File: config.mk
export PLATFORM = sky130hd
export DESIGN_NAME = output_fallback_runstop_ctrl
export DESIGN_NICKNAME = d
export VERILOG_FILES = /design/src/rtl/fallback_pkg.sv /design/src/rtl/output_fallback_runstop_ctrl.sv /design/src/rtl/fault_cluster.sv
export SDC_FILE = /design/constraint.sdc
export NUM_CORES = 1
export LEC_CHECK = 0
export BUFFER_PORTS_ARGS = -buffer_cell sky130_fd_sc_hd__buf_2
export CAP_MARGIN = 30
export CORE_MARGIN = 4
export CORE_UTILIZATION = 30
export DETAILED_ROUTE_END_ITERATION = 6
export GPL_TIMING_DRIVEN = 0
export PLACE_DENSITY_LB_ADDON = 0.12
export REMOVE_ABC_BUFFERS = 1
export SLEW_MARGIN = 20
export SYNTH_ARGS = -nofsm -noshare
export SYNTH_HDL_FRONTEND = slang
export SYNTH_SLANG_ARGS = --single-unit
File: constraint.sdc
create_clock -name clk -period 2.5 [get_ports clk]
set_input_delay 0.5 -clock clk [delete_from_list [all_inputs] [get_ports clk]]
set_output_delay 0.5 -clock clk [all_outputs]
set_load 0.03 [all_outputs]
File: src/rtl/fallback_pkg.sv
// Shared constants for the output fallback and run/stop controller.
// Assumes a 100 MHz system clock; the re-arm cycle count below derives from that rate.
package fallback_pkg;
  localparam int CLK_HZ = 100000000;
  localparam int NUM_OUTPUTS = 16;
  localparam int CLUSTER_SIZE = 4;
  localparam int REARM_PERIOD_MS = 1000;
  localparam int REARM_CYCLES = CLK_HZ / 1000 * REARM_PERIOD_MS;
  localparam int PULSE_FALLBACK_VALUE = 0;
  localparam int FIRST_CLUSTER_FULL_SHORT_HI = 0;
  localparam logic [1:0] CTRL_STOP = 2'h0;
  localparam logic [1:0] CTRL_RUN = 2'h1;
  localparam logic [1:0] CTRL_EXCEPTION = 2'h2;
endpackage

File: src/rtl/output_fallback_runstop_ctrl.sv
// Discrete output fallback, cluster protection and run/stop arbitration.
// Assumes raw fault pins and switch/input pins are asynchronous to clk.
`timescale 1ns/1ps
module output_fallback_runstop_ctrl #(
  parameter int NUM_OUTPUTS = fallback_pkg::NUM_OUTPUTS,
  parameter int NUM_INPUTS = 16,
  parameter int REARM_CYCLES = fallback_pkg::REARM_CYCLES
) (
  input wire logic clk,
  input wire logic rst_n,
  input wire logic [NUM_OUTPUTS-1:0] app_value,
  input wire logic [NUM_OUTPUTS-1:0] default_value,
  input wire logic [NUM_OUTPUTS-1:0] pulse_train_output_sel,
  input wire logic [NUM_OUTPUTS-1:0] sink_type,
  input wire logic relay_type,
  input wire logic [NUM_OUTPUTS-1:0] short_low_pin,
  input wire logic [NUM_OUTPUTS-1:0] short_high_pin,
  input wire logic rearm_inhibit,
  input wire logic exception_req,
  input wire logic switch_run_pin,
  input wire logic [NUM_INPUTS-1:0] input_pins,
  input wire logic runstop_assign_req,
  input wire logic runstop_clear_req,
  input wire logic [7:0] runstop_assign_index,
  input wire logic sw_run_cmd,
  input wire logic sw_stop_cmd,
  output logic [NUM_OUTPUTS-1:0] out_drive,
  output logic [(NUM_OUTPUTS+3)/4-1:0] cluster_fault,
  output logic [1:0] ctrl_state,
  output logic runstop_configured,
  output logic [7:0] runstop_index,
  output logic runstop_assign_reject,
  output logic sw_cmd_refused
);
  localparam int NUM_CLUSTERS = (NUM_OUTPUTS + fallback_pkg::CLUSTER_SIZE - 1) /
    fallback_pkg::CLUSTER_SIZE;

  // -------------------------------------------------------------------------
  // Types
  // -------------------------------------------------------------------------
  typedef enum logic [1:0] {
    MODE_STOP,
    MODE_RUN,
    MODE_EXCEPTION
  } run_mode_t;

  // -------------------------------------------------------------------------
  // State
  // -------------------------------------------------------------------------
  typedef struct packed {
    logic [NUM_OUTPUTS-1:0] low_s1;
    logic [NUM_OUTPUTS-1:0] low_s2;
    logic [NUM_OUTPUTS-1:0] low_s3;
    logic [NUM_OUTPUTS-1:0] high_s1;
    logic [NUM_OUTPUTS-1:0] high_s2;
    logic [NUM_OUTPUTS-1:0] high_s3;
    logic [NUM_OUTPUTS-1:0] low_q;
    logic [NUM_OUTPUTS-1:0] high_q;
    logic [2:0] sw_sync;
    logic sw_q;
    logic [NUM_INPUTS-1:0] in_s1;
    logic [NUM_INPUTS-1:0] in_s2;
    logic [NUM_INPUTS-1:0] in_s3;
    logic [NUM_INPUTS-1:0] in_q;
    logic rs_cfg;
    logic [7:0] rs_idx;
    logic reject;
    logic refused;
    run_mode_t mode;
    logic [1:0] mode_code;
    logic [NUM_OUTPUTS-1:0] drive;
    logic [NUM_CLUSTERS-1:0] fault_flag;
  } ctrl_state_t;

  ctrl_state_t state;
  ctrl_state_t next_state;
  logic [NUM_CLUSTERS-1:0] cluster_fault_seen;
  logic [NUM_CLUSTERS-1:0] cluster_blanked;
  logic [NUM_OUTPUTS-1:0] out_fault;
  logic [NUM_OUTPUTS-1:0] out_blank;

  // -------------------------------------------------------------------------
  // Fault qualification
  // -------------------------------------------------------------------------
  // Outputs 0-3 trip on either rail; higher outputs only on the stressing rail.
  always_comb begin
    for (int i = 0; i < NUM_OUTPUTS; i++) begin
      // Relay contacts carry no current sensing, so they never report a short.
      if (relay_type) begin
        out_fault[i] = 1'b0;
      end else if (i < fallback_pkg::CLUSTER_SIZE) begin
        out_fault[i] = state.low_q[i] | state.high_q[i];
      end else if (sink_type[i]) begin
        out_fault[i] = state.high_q[i];
      end else begin
        out_fault[i] = state.low_q[i];
      end
    end
    for (int c = 0; c < NUM_CLUSTERS; c++) begin
      cluster_fault_seen[c] = 1'b0;
      for (int k = 0; k < fallback_pkg::CLUSTER_SIZE; k++) begin
        if (c * fallback_pkg::CLUSTER_SIZE + k < NUM_OUTPUTS) begin
          cluster_fault_seen[c] = cluster_fault_seen[c] |
            out_fault[c * fallback_pkg::CLUSTER_SIZE + k];
        end
      end
    end
    // Blanking is per cluster, so one short silences its neighbours as well.
    for (int i = 0; i < NUM_OUTPUTS; i++) begin
      out_blank[i] = cluster_blanked[i / fallback_pkg::CLUSTER_SIZE];
    end
  end

  // -------------------------------------------------------------------------
  // Protection clusters
  // -------------------------------------------------------------------------
  // Each cluster owns its re-arm timer, so one faulted group never delays another.
  for (genvar g = 0; g < NUM_CLUSTERS; g++) begin : g_cluster
    fault_cluster #(
      .REARM_CYCLES(REARM_CYCLES)
    ) u_cluster (
      .clk(clk),
      .rst_n(rst_n),
      .fault_seen(cluster_fault_seen[g]),
      .rearm_inhibit(rearm_inhibit),
      .blanked(cluster_blanked[g])
    );
  end

  // -------------------------------------------------------------------------
  // Next state
  // -------------------------------------------------------------------------
  logic sel_in;
  logic sel_in_prev;
  logic sw_stable;
  logic in_rise;
  logic cmd_allowed;
  logic [NUM_OUTPUTS-1:0] value;

  always_comb begin
    next_state = state;
    sel_in = 1'b0;
    sel_in_prev = 1'b0;
    value = '0;
    // Three-stage synchronisers; a level counts once stages two and three agree.
    next_state.low_s1 = short_low_pin;
    next_state.low_s2 = state.low_s1;
    next_state.low_s3 = state.low_s2;
    next_state.high_s1 = short_high_pin;
    next_state.high_s2 = state.high_s1;
    next_state.high_s3 = state.high_s2;
    for (int i = 0; i < NUM_OUTPUTS; i++) begin
      if (state.low_s2[i] == state.low_s3[i]) begin
        next_state.low_q[i] = state.low_s3[i];
      end
      if (state.high_s2[i] == state.high_s3[i]) begin
        next_state.high_q[i] = state.high_s3[i];
      end
    end
    // The switch filter reads stop until three samples have passed after reset.
    next_state.sw_sync = {state.sw_sync[1:0], switch_run_pin};
    sw_stable = state.sw_sync[2] == state.sw_sync[1];
    if (sw_stable) begin
      next_state.sw_q = state.sw_sync[2];
    end
    next_state.in_s1 = input_pins;
    next_state.in_s2 = state.in_s1;
    next_state.in_s3 = state.in_s2;
    for (int j = 0; j < NUM_INPUTS; j++) begin
      if (state.in_s2[j] == state.in_s3[j]) begin
        next_state.in_q[j] = state.in_s3[j];
      end
      if (state.rs_cfg && state.rs_idx == 8'(j)) begin
        sel_in = next_state.in_q[j];
        sel_in_prev = state.in_q[j];
      end
    end
    // The edge is taken on filtered levels, so a glitch on the input shorter than one clock cannot retrigger RUN.
    in_rise = sel_in && !sel_in_prev;

    // One designated input at most; a second assignment is refused.
    next_state.reject = 1'b0;
    if (runstop_clear_req) begin
      next_state.rs_cfg = 1'b0;
    end else if (runstop_assign_req) begin
      if (state.rs_cfg || runstop_assign_index >= 8'(NUM_INPUTS)) begin
        next_state.reject = 1'b1;
      end else begin
        next_state.rs_cfg = 1'b1;
        next_state.rs_idx = runstop_assign_index;
      end
    end

    // Run/stop arbitration from switch, designated input and software.
    cmd_allowed = 1'b0;
    if (!next_state.sw_q) begin
      next_state.mode = MODE_STOP;
    end else if (state.rs_cfg && !sel_in) begin
      next_state.mode = MODE_STOP;
    end else if (!state.sw_q) begin
      next_state.mode = MODE_RUN;
    end else if (state.rs_cfg && in_rise) begin
      next_state.mode = MODE_RUN;
    end else begin
      cmd_allowed = 1'b1;
      // Stop wins when both commands arrive together, being the safer of the two.
      if (sw_stop_cmd) begin
        next_state.mode = MODE_STOP;
      end else if (sw_run_cmd) begin
        next_state.mode = MODE_RUN;
      end
    end
    // An exception overrides every request while raised, then holds until software, the switch or the designated input changes the mode.
    if (exception_req) begin
      next_state.mode = MODE_EXCEPTION;
    end
    next_state.refused = (sw_run_cmd | sw_stop_cmd) & !cmd_allowed;

    // The port keeps the shared encoding, whatever the enum packs to.
    case (next_state.mode)
      MODE_STOP: begin
        next_state.mode_code = fallback_pkg::CTRL_STOP;
      end
      MODE_RUN: begin
        next_state.mode_code = fallback_pkg::CTRL_RUN;
      end
      MODE_EXCEPTION: begin
        next_state.mode_code = fallback_pkg::CTRL_EXCEPTION;
      end
      default: begin
        next_state.mode_code = fallback_pkg::CTRL_STOP;
      end
    endcase

    // Output value: application value in RUN, fallback value otherwise.
    for (int i = 0; i < NUM_OUTPUTS; i++) begin
      case (state.mode)
        MODE_RUN: begin
          value[i] = app_value[i];
        end
        MODE_STOP, MODE_EXCEPTION: begin
          if (pulse_train_output_sel[i]) begin
            value[i] = fallback_pkg::PULSE_FALLBACK_VALUE[0];
          end else begin
            value[i] = default_value[i];
          end
        end
        default: begin
          value[i] = 1'b0;
        end
      endcase
      if (out_blank[i]) begin
        value[i] = 1'b0;
      end
    end
    next_state.drive = value;
    next_state.fault_flag = cluster_blanked;
  end

  // -------------------------------------------------------------------------
  // Registers
  // -------------------------------------------------------------------------
  // Reset leaves the controller stopped with every output low.
  always_ff @(posedge clk) begin
    if (!rst_n) begin
      state <= '0;
    end else begin
      state <= next_state;
    end
  end

  // -------------------------------------------------------------------------
  // Outputs
  // -------------------------------------------------------------------------
  // Every port comes straight from a field of the registered state.
  assign out_drive = state.drive;
  assign cluster_fault = state.fault_flag;
  assign ctrl_state = state.mode_code;
  assign runstop_configured = state.rs_cfg;
  assign runstop_index = state.rs_idx;
  assign runstop_assign_reject = state.reject;
  assign sw_cmd_refused = state.refused;
endmodule

File: src/rtl/fault_cluster.sv
// One protection cluster: blanks its outputs on a fault and re-arms them after REARM_CYCLES cycles without a fault.
// Assumes a synchronised fault level from the output driver stage.
`timescale 1ns/1ps
module fault_cluster #(
  parameter int REARM_CYCLES = 100000000
) (
  input wire logic clk,
  input wire logic rst_n,
  input wire logic fault_seen,
  input wire logic rearm_inhibit,
  output logic blanked
);
  typedef struct packed {
    logic blanked;
    logic [31:0] count;
  } cluster_state_t;

  cluster_state_t state;
  cluster_state_t next_state;

  always_comb begin
    next_state = state;
    if (fault_seen) begin
      next_state.blanked = 1'b1;
      next_state.count = 32'h0;
    end else if (state.blanked && !rearm_inhibit) begin
      if (state.count >= 32'(REARM_CYCLES - 1)) begin
        // Release only on the tick: a fault still present holds the count at zero, so the cluster never releases.
        next_state.blanked = 1'b0;
        next_state.count = 32'h0;
      end else begin
        next_state.count = state.count + 32'h1;
      end
    end else begin
      next_state.count = 32'h0;
    end
  end

  always_ff @(posedge clk) begin
    if (!rst_n) begin
      state <= '0;
    end else begin
      state <= next_state;
    end
  end

  assign blanked = state.blanked;
endmodule

==> run summary <==
The placeable core region is 0.0446 sq mm. CTS saw 363 sinks. Max-cap violations in this run came to 0. Between clock sinks in the finished design, the worst skew comes to 26.0 ps.

Setup slack closes at 186 ps. The initial core utilization came out at 0.306. Measured along the x axis, the die boundary spans 221 um. The end of the worst register-to-register path was ctrl_state[0].

The post-DP HPWL was 19.6 mm. In this run the mean area of a mapped cell was 9.94 sq um. At the later pin of the worst-skew pair, clock insertion delay measures 560 ps. Detailed-route vias per instance: 4.58. The cell sitting at the root of the clock tree is a sky130_fd_sc_hd__clkbuf_16. The run finished with clean final reports. The shortest clock period the worst path allows after layout is 2310 ps, and the via count of the first global-routing pass is 9847. Clock tree synthesis inserted a total of 42 buffers. The count of state elements after synthesis works out to 363. The dominant combinational cell family by area after synthesis is simple AND/OR/NAND/NOR gates.

Yosys mapped a number of flops with a built-in enable equal to 0. The remaining number of nets flagged by the antenna check after routing is 0. Startpoint-to-endpoint class of the critical path: register to register. After synthesis, the netlist uses 71 different library cells. The clock tree synthesis step divided the H-tree into 2 levels.

The tools report the row count as 77. The share of post-route cells with drive strength above 1 came out at 0.175. During placement, the flow inserted port buffers numbering 158. For the number of pins with negative max-slew slack in the final report, the log shows 0. After synthesis, the cell types taking the most area are sky130_fd_sc_hd__dfxtp_1 53%, sky130_fd_sc_hd__and2_1 8.0%, sky130_fd_sc_hd__nor4_1 5.2%, sky130_fd_sc_hd__xor2_1 3.9%, sky130_fd_sc_hd__nand2_1 2.7%.

The logs give 0 for the number of warning messages in the yosys log and 0.404 mV for the maximum vdd ir drop. The top-level port count was 163; the initial DRC count was 366. After technology mapping, the gate count stands at 1374. The first global-routing pass estimated 49.9 mm of wire. The transition time at the pin with the least slew margin was 942 ps; the maximum achievable frequency was 432 MHz. The tools report the worst slew margin relative to its limit as 0.370. Among all flip-flop cells after synthesis, the most frequent one is sky130_fd_sc_hd__dfxtp_1. For flop-to-flop paths, the worst setup slack is 190 ps.

The mux contribution to synthesized area is 0.0118, and the hold-critical path depth is 2. The detail-routed net length per standard cell works out to 13.9 um. The data arrival time of the critical path is 2780 ps, and the post-synthesis compound-gate area fraction is 0.0816. The post-synthesis xor/xnor area fraction is 0.0616. In the layout the commonest cells are 360 x sky130_fd_sc_hd__dfxtp_1, 175 x sky130_fd_sc_hd__and2_1, 157 x sky130_fd_sc_hd__buf_2. The part of the Yosys area used for sequential elements is 0.532, and the wire length reported by the detailed router is 29.9 mm. After clock tree synthesis, the clock-pin slew on the worst setup and hold paths is 60 ps. Entering global routing, the biggest net connects 158 pins.

The finished layout holds 2146 standard cells, fillers aside. TritonCTS built the clock tree. Final routed DRC violation total: 0. The floorplan step set the die height to 221 um. The power per cell area is 756 mW/mm^2, and the global-route congestion overflow total is 0. The portion of synthesized cell area occupied by the leading cell type is 0.532.

The tools report the sort of element at the end of the critical path as a register. The tools report the aggregate global-route resource usage as 0.120. The initial antenna violation count is 2.

The logs give 6.05 nW for the standby leakage power and 9824 for the detailed-route via count. The post-placement worst setup slack was -894 ps; the maximum fanout along the worst path was 21. The total count of hold-check failures in the final report came out at 0. For hold timing, the worst endpoint is next_state[73].

The mapped netlist covers 0.0137 sq mm. In the final design database the tool counted 1653 nets. Setup violations remaining at the end of the flow were counted as 0. The tools report the weighted congestion reported at the end of routability-driven placement as 0.780. The startpoint identified for the worst register-to-register timing path is runstop_index[2].

The post-synthesis to final-layout area growth came out at 20.2%. The tightest min-delay check is of the input pin to register type. The share of the clock period used by the worst path is 0.926, and the first-pass iteration count of the detailed router is 4. Leaving out fill and tap cells, the most frequent cell in the layout is sky130_fd_sc_hd__dfxtp_1.

The fraction of the mapped netlist area in simple logic gates was 0.253. Of all cell types, the one taking the most synthesized area is sky130_fd_sc_hd__dfxtp_1. In this run the deepest clock path goes through 3 buffers. For the worst setup path, the data required time is 2960 ps. The die covers 0.0490 sq mm.

Setup repair after global routing left no endpoint under its margin. For the worst flop-to-flop path, the logic depth is 6. The kind of start point of the critical path is a register. The run gives 2056 as the number of placed instances, taps included.

The async set-reset flop share out of synthesis came out at 0. The start point of the worst min-delay path was input_pins[6]. The area share of fa/ha/maj cells after synthesis was 0.0161.
-- per-stage QoR --
stage	setup TNS (ps)	hold WS, ps	area [sq um]	utilization	power [mW]
final	0	142	16400	0.368	12.4
after global placement	-475530	414	14700	0.330	6.44
after CTS	0	97.3	16300	0.366	12.7
after detailed placement	-67740	418	14900	0.333	6.44
after floorplan	0	412	13200	-	6.23
after global routing	0	118	16400	0.368	13.0
-- worst max-delay path, cell delays in order (launching register included) --
cell and delay [ps]:
sky130_fd_sc_hd__dfxtp_2 580, sky130_fd_sc_hd__mux2_2 380, sky130_fd_sc_hd__a221oi_1 330, sky130_fd_sc_hd__a21oi_1 90
sky130_fd_sc_hd__o2111ai_1 470, sky130_fd_sc_hd__nand2_1 100, sky130_fd_sc_hd__a221oi_1 270
-- registers in the layout (all words and copies together) (netlist names) --
name / count
runstop_configured: 1
runstop_assign_reject: 1
runstop_index: 8
out_drive: 16
state: 100
ctrl_state: 2
next_state: 98
cluster_fault: 4
g_cluster.u_cluster.blanked: 4
g_cluster.u_cluster.state: 128
sw_cmd_refused: 1
-- cell usage after synthesis (5+ instances only) --
library cell	number
sky130_fd_sc_hd__dfxtp_1	363
sky130_fd_sc_hd__and2_1	175
sky130_fd_sc_hd__nor4_1	113
sky130_fd_sc_hd__nand2_1	99
sky130_fd_sc_hd__nor2_1	65
sky130_fd_sc_hd__xor2_1	61
sky130_fd_sc_hd__clkbuf_1	49
sky130_fd_sc_hd__o21ai_0	48
sky130_fd_sc_hd__nand3_1	40
sky130_fd_sc_hd__a21boi_0	38
sky130_fd_sc_hd__xnor2_1	35
sky130_fd_sc_hd__buf_4	31
sky130_fd_sc_hd__nand4_1	24
sky130_fd_sc_hd__a21oi_1	17
sky130_fd_sc_hd__a22oi_1	17
sky130_fd_sc_hd__maj3_1	17
sky130_fd_sc_hd__and3_1	15
sky130_fd_sc_hd__inv_1	15
sky130_fd_sc_hd__mux2i_1	15
sky130_fd_sc_hd__nor3_1	14
sky130_fd_sc_hd__buf_2	8
sky130_fd_sc_hd__nor2b_1	8
sky130_fd_sc_hd__and4_1	7
sky130_fd_sc_hd__nand2b_1	7
sky130_fd_sc_hd__a31oi_1	5
sky130_fd_sc_hd__buf_6	5
sky130_fd_sc_hd__nand3b_1	5
sky130_fd_sc_hd__nor4_2	5
sky130_fd_sc_hd__o31a_1	5
-- worst max path at each step --
| stage | from | to | cells after the start |
|---|---|---|---|
| 3_5_place_dp | rst_n | g_cluster[1].u_cluster.state[14] | 6 |
| 3_3_place_gp | rst_n | g_cluster[1].u_cluster.state[25] | 4 |
| 5_1_grt | g_cluster[2].u_cluster.state[2] | g_cluster[2].u_cluster.blanked | 6 |
| 2_1_floorplan | g_cluster[0].u_cluster.state[0] | g_cluster[0].u_cluster.state[10] | 7 |
| 6_report | runstop_index[2] | ctrl_state[0] | 6 |
| 4_1_cts | runstop_index[2] | ctrl_state[1] | 6 |
-- where the power goes --
part / leakage [nW] / internal (mW) / switching, mW
clock: 0.688 / 3.73 / 2.38
sequential: 2.96 / 5.92 / 0.0469
combinational: 2.40 / 0.166 / 0.178
-- metal layers --
| layer | vias to the layer above | GRT usage | wire [um] |
|---|---|---|---|
| li1 | 5060 | - | - |
| met1 | 4538 | 0.161 | 14900 |
| met2 | 179 | 0.188 | 12800 |
| met3 | 47 | 0.0289 | 1510 |
| met4 | 0 | 0.0437 | 733 |
| met5 | - | 0 | 0 |
-- area by class of cell --
| class | instances | area (sq um) |
|---|---|---|
| Timing Repair Buffer | 176 | 1020 |
| Multi-Input combinational cell | 920 | 5920 |
| Antenna cell | 2 | 5.00 |
| Inverter | 16 | 60.1 |
| Tap cell | 592 | 741 |
| Clock inverter | 12 | 158 |
| Clock buffer | 65 | 1240 |
| Sequential cell | 363 | 7270 |
| Fill cell | 4512 | 28200 |
-- kinds of logic after synthesis --
| group | count (synthesis) |
|---|---|
| AO/OA/AOI/OAI | 162 |
| XOR/XNOR | 96 |
| adder cells (fa/ha/maj) | 21 |
| buffers and inverters | 111 |
| flip-flops | 363 |
| multiplexers | 16 |
| other | 1 |
| AND/OR/NAND/NOR | 604 |
-- what timing repair did --
| action | in CTS | in global routing |
|---|---|---|
| gates resized for setup | 5 | 4 |
| hold buffers | 0 | 0 |
| setup endpoints to repair | 74 | 47 |
| pin swaps | 3 | 4 |
| setup buffers | 4 | 3 |
| cloned | 1 | 0 |
(Power assumes the default switching activity.)
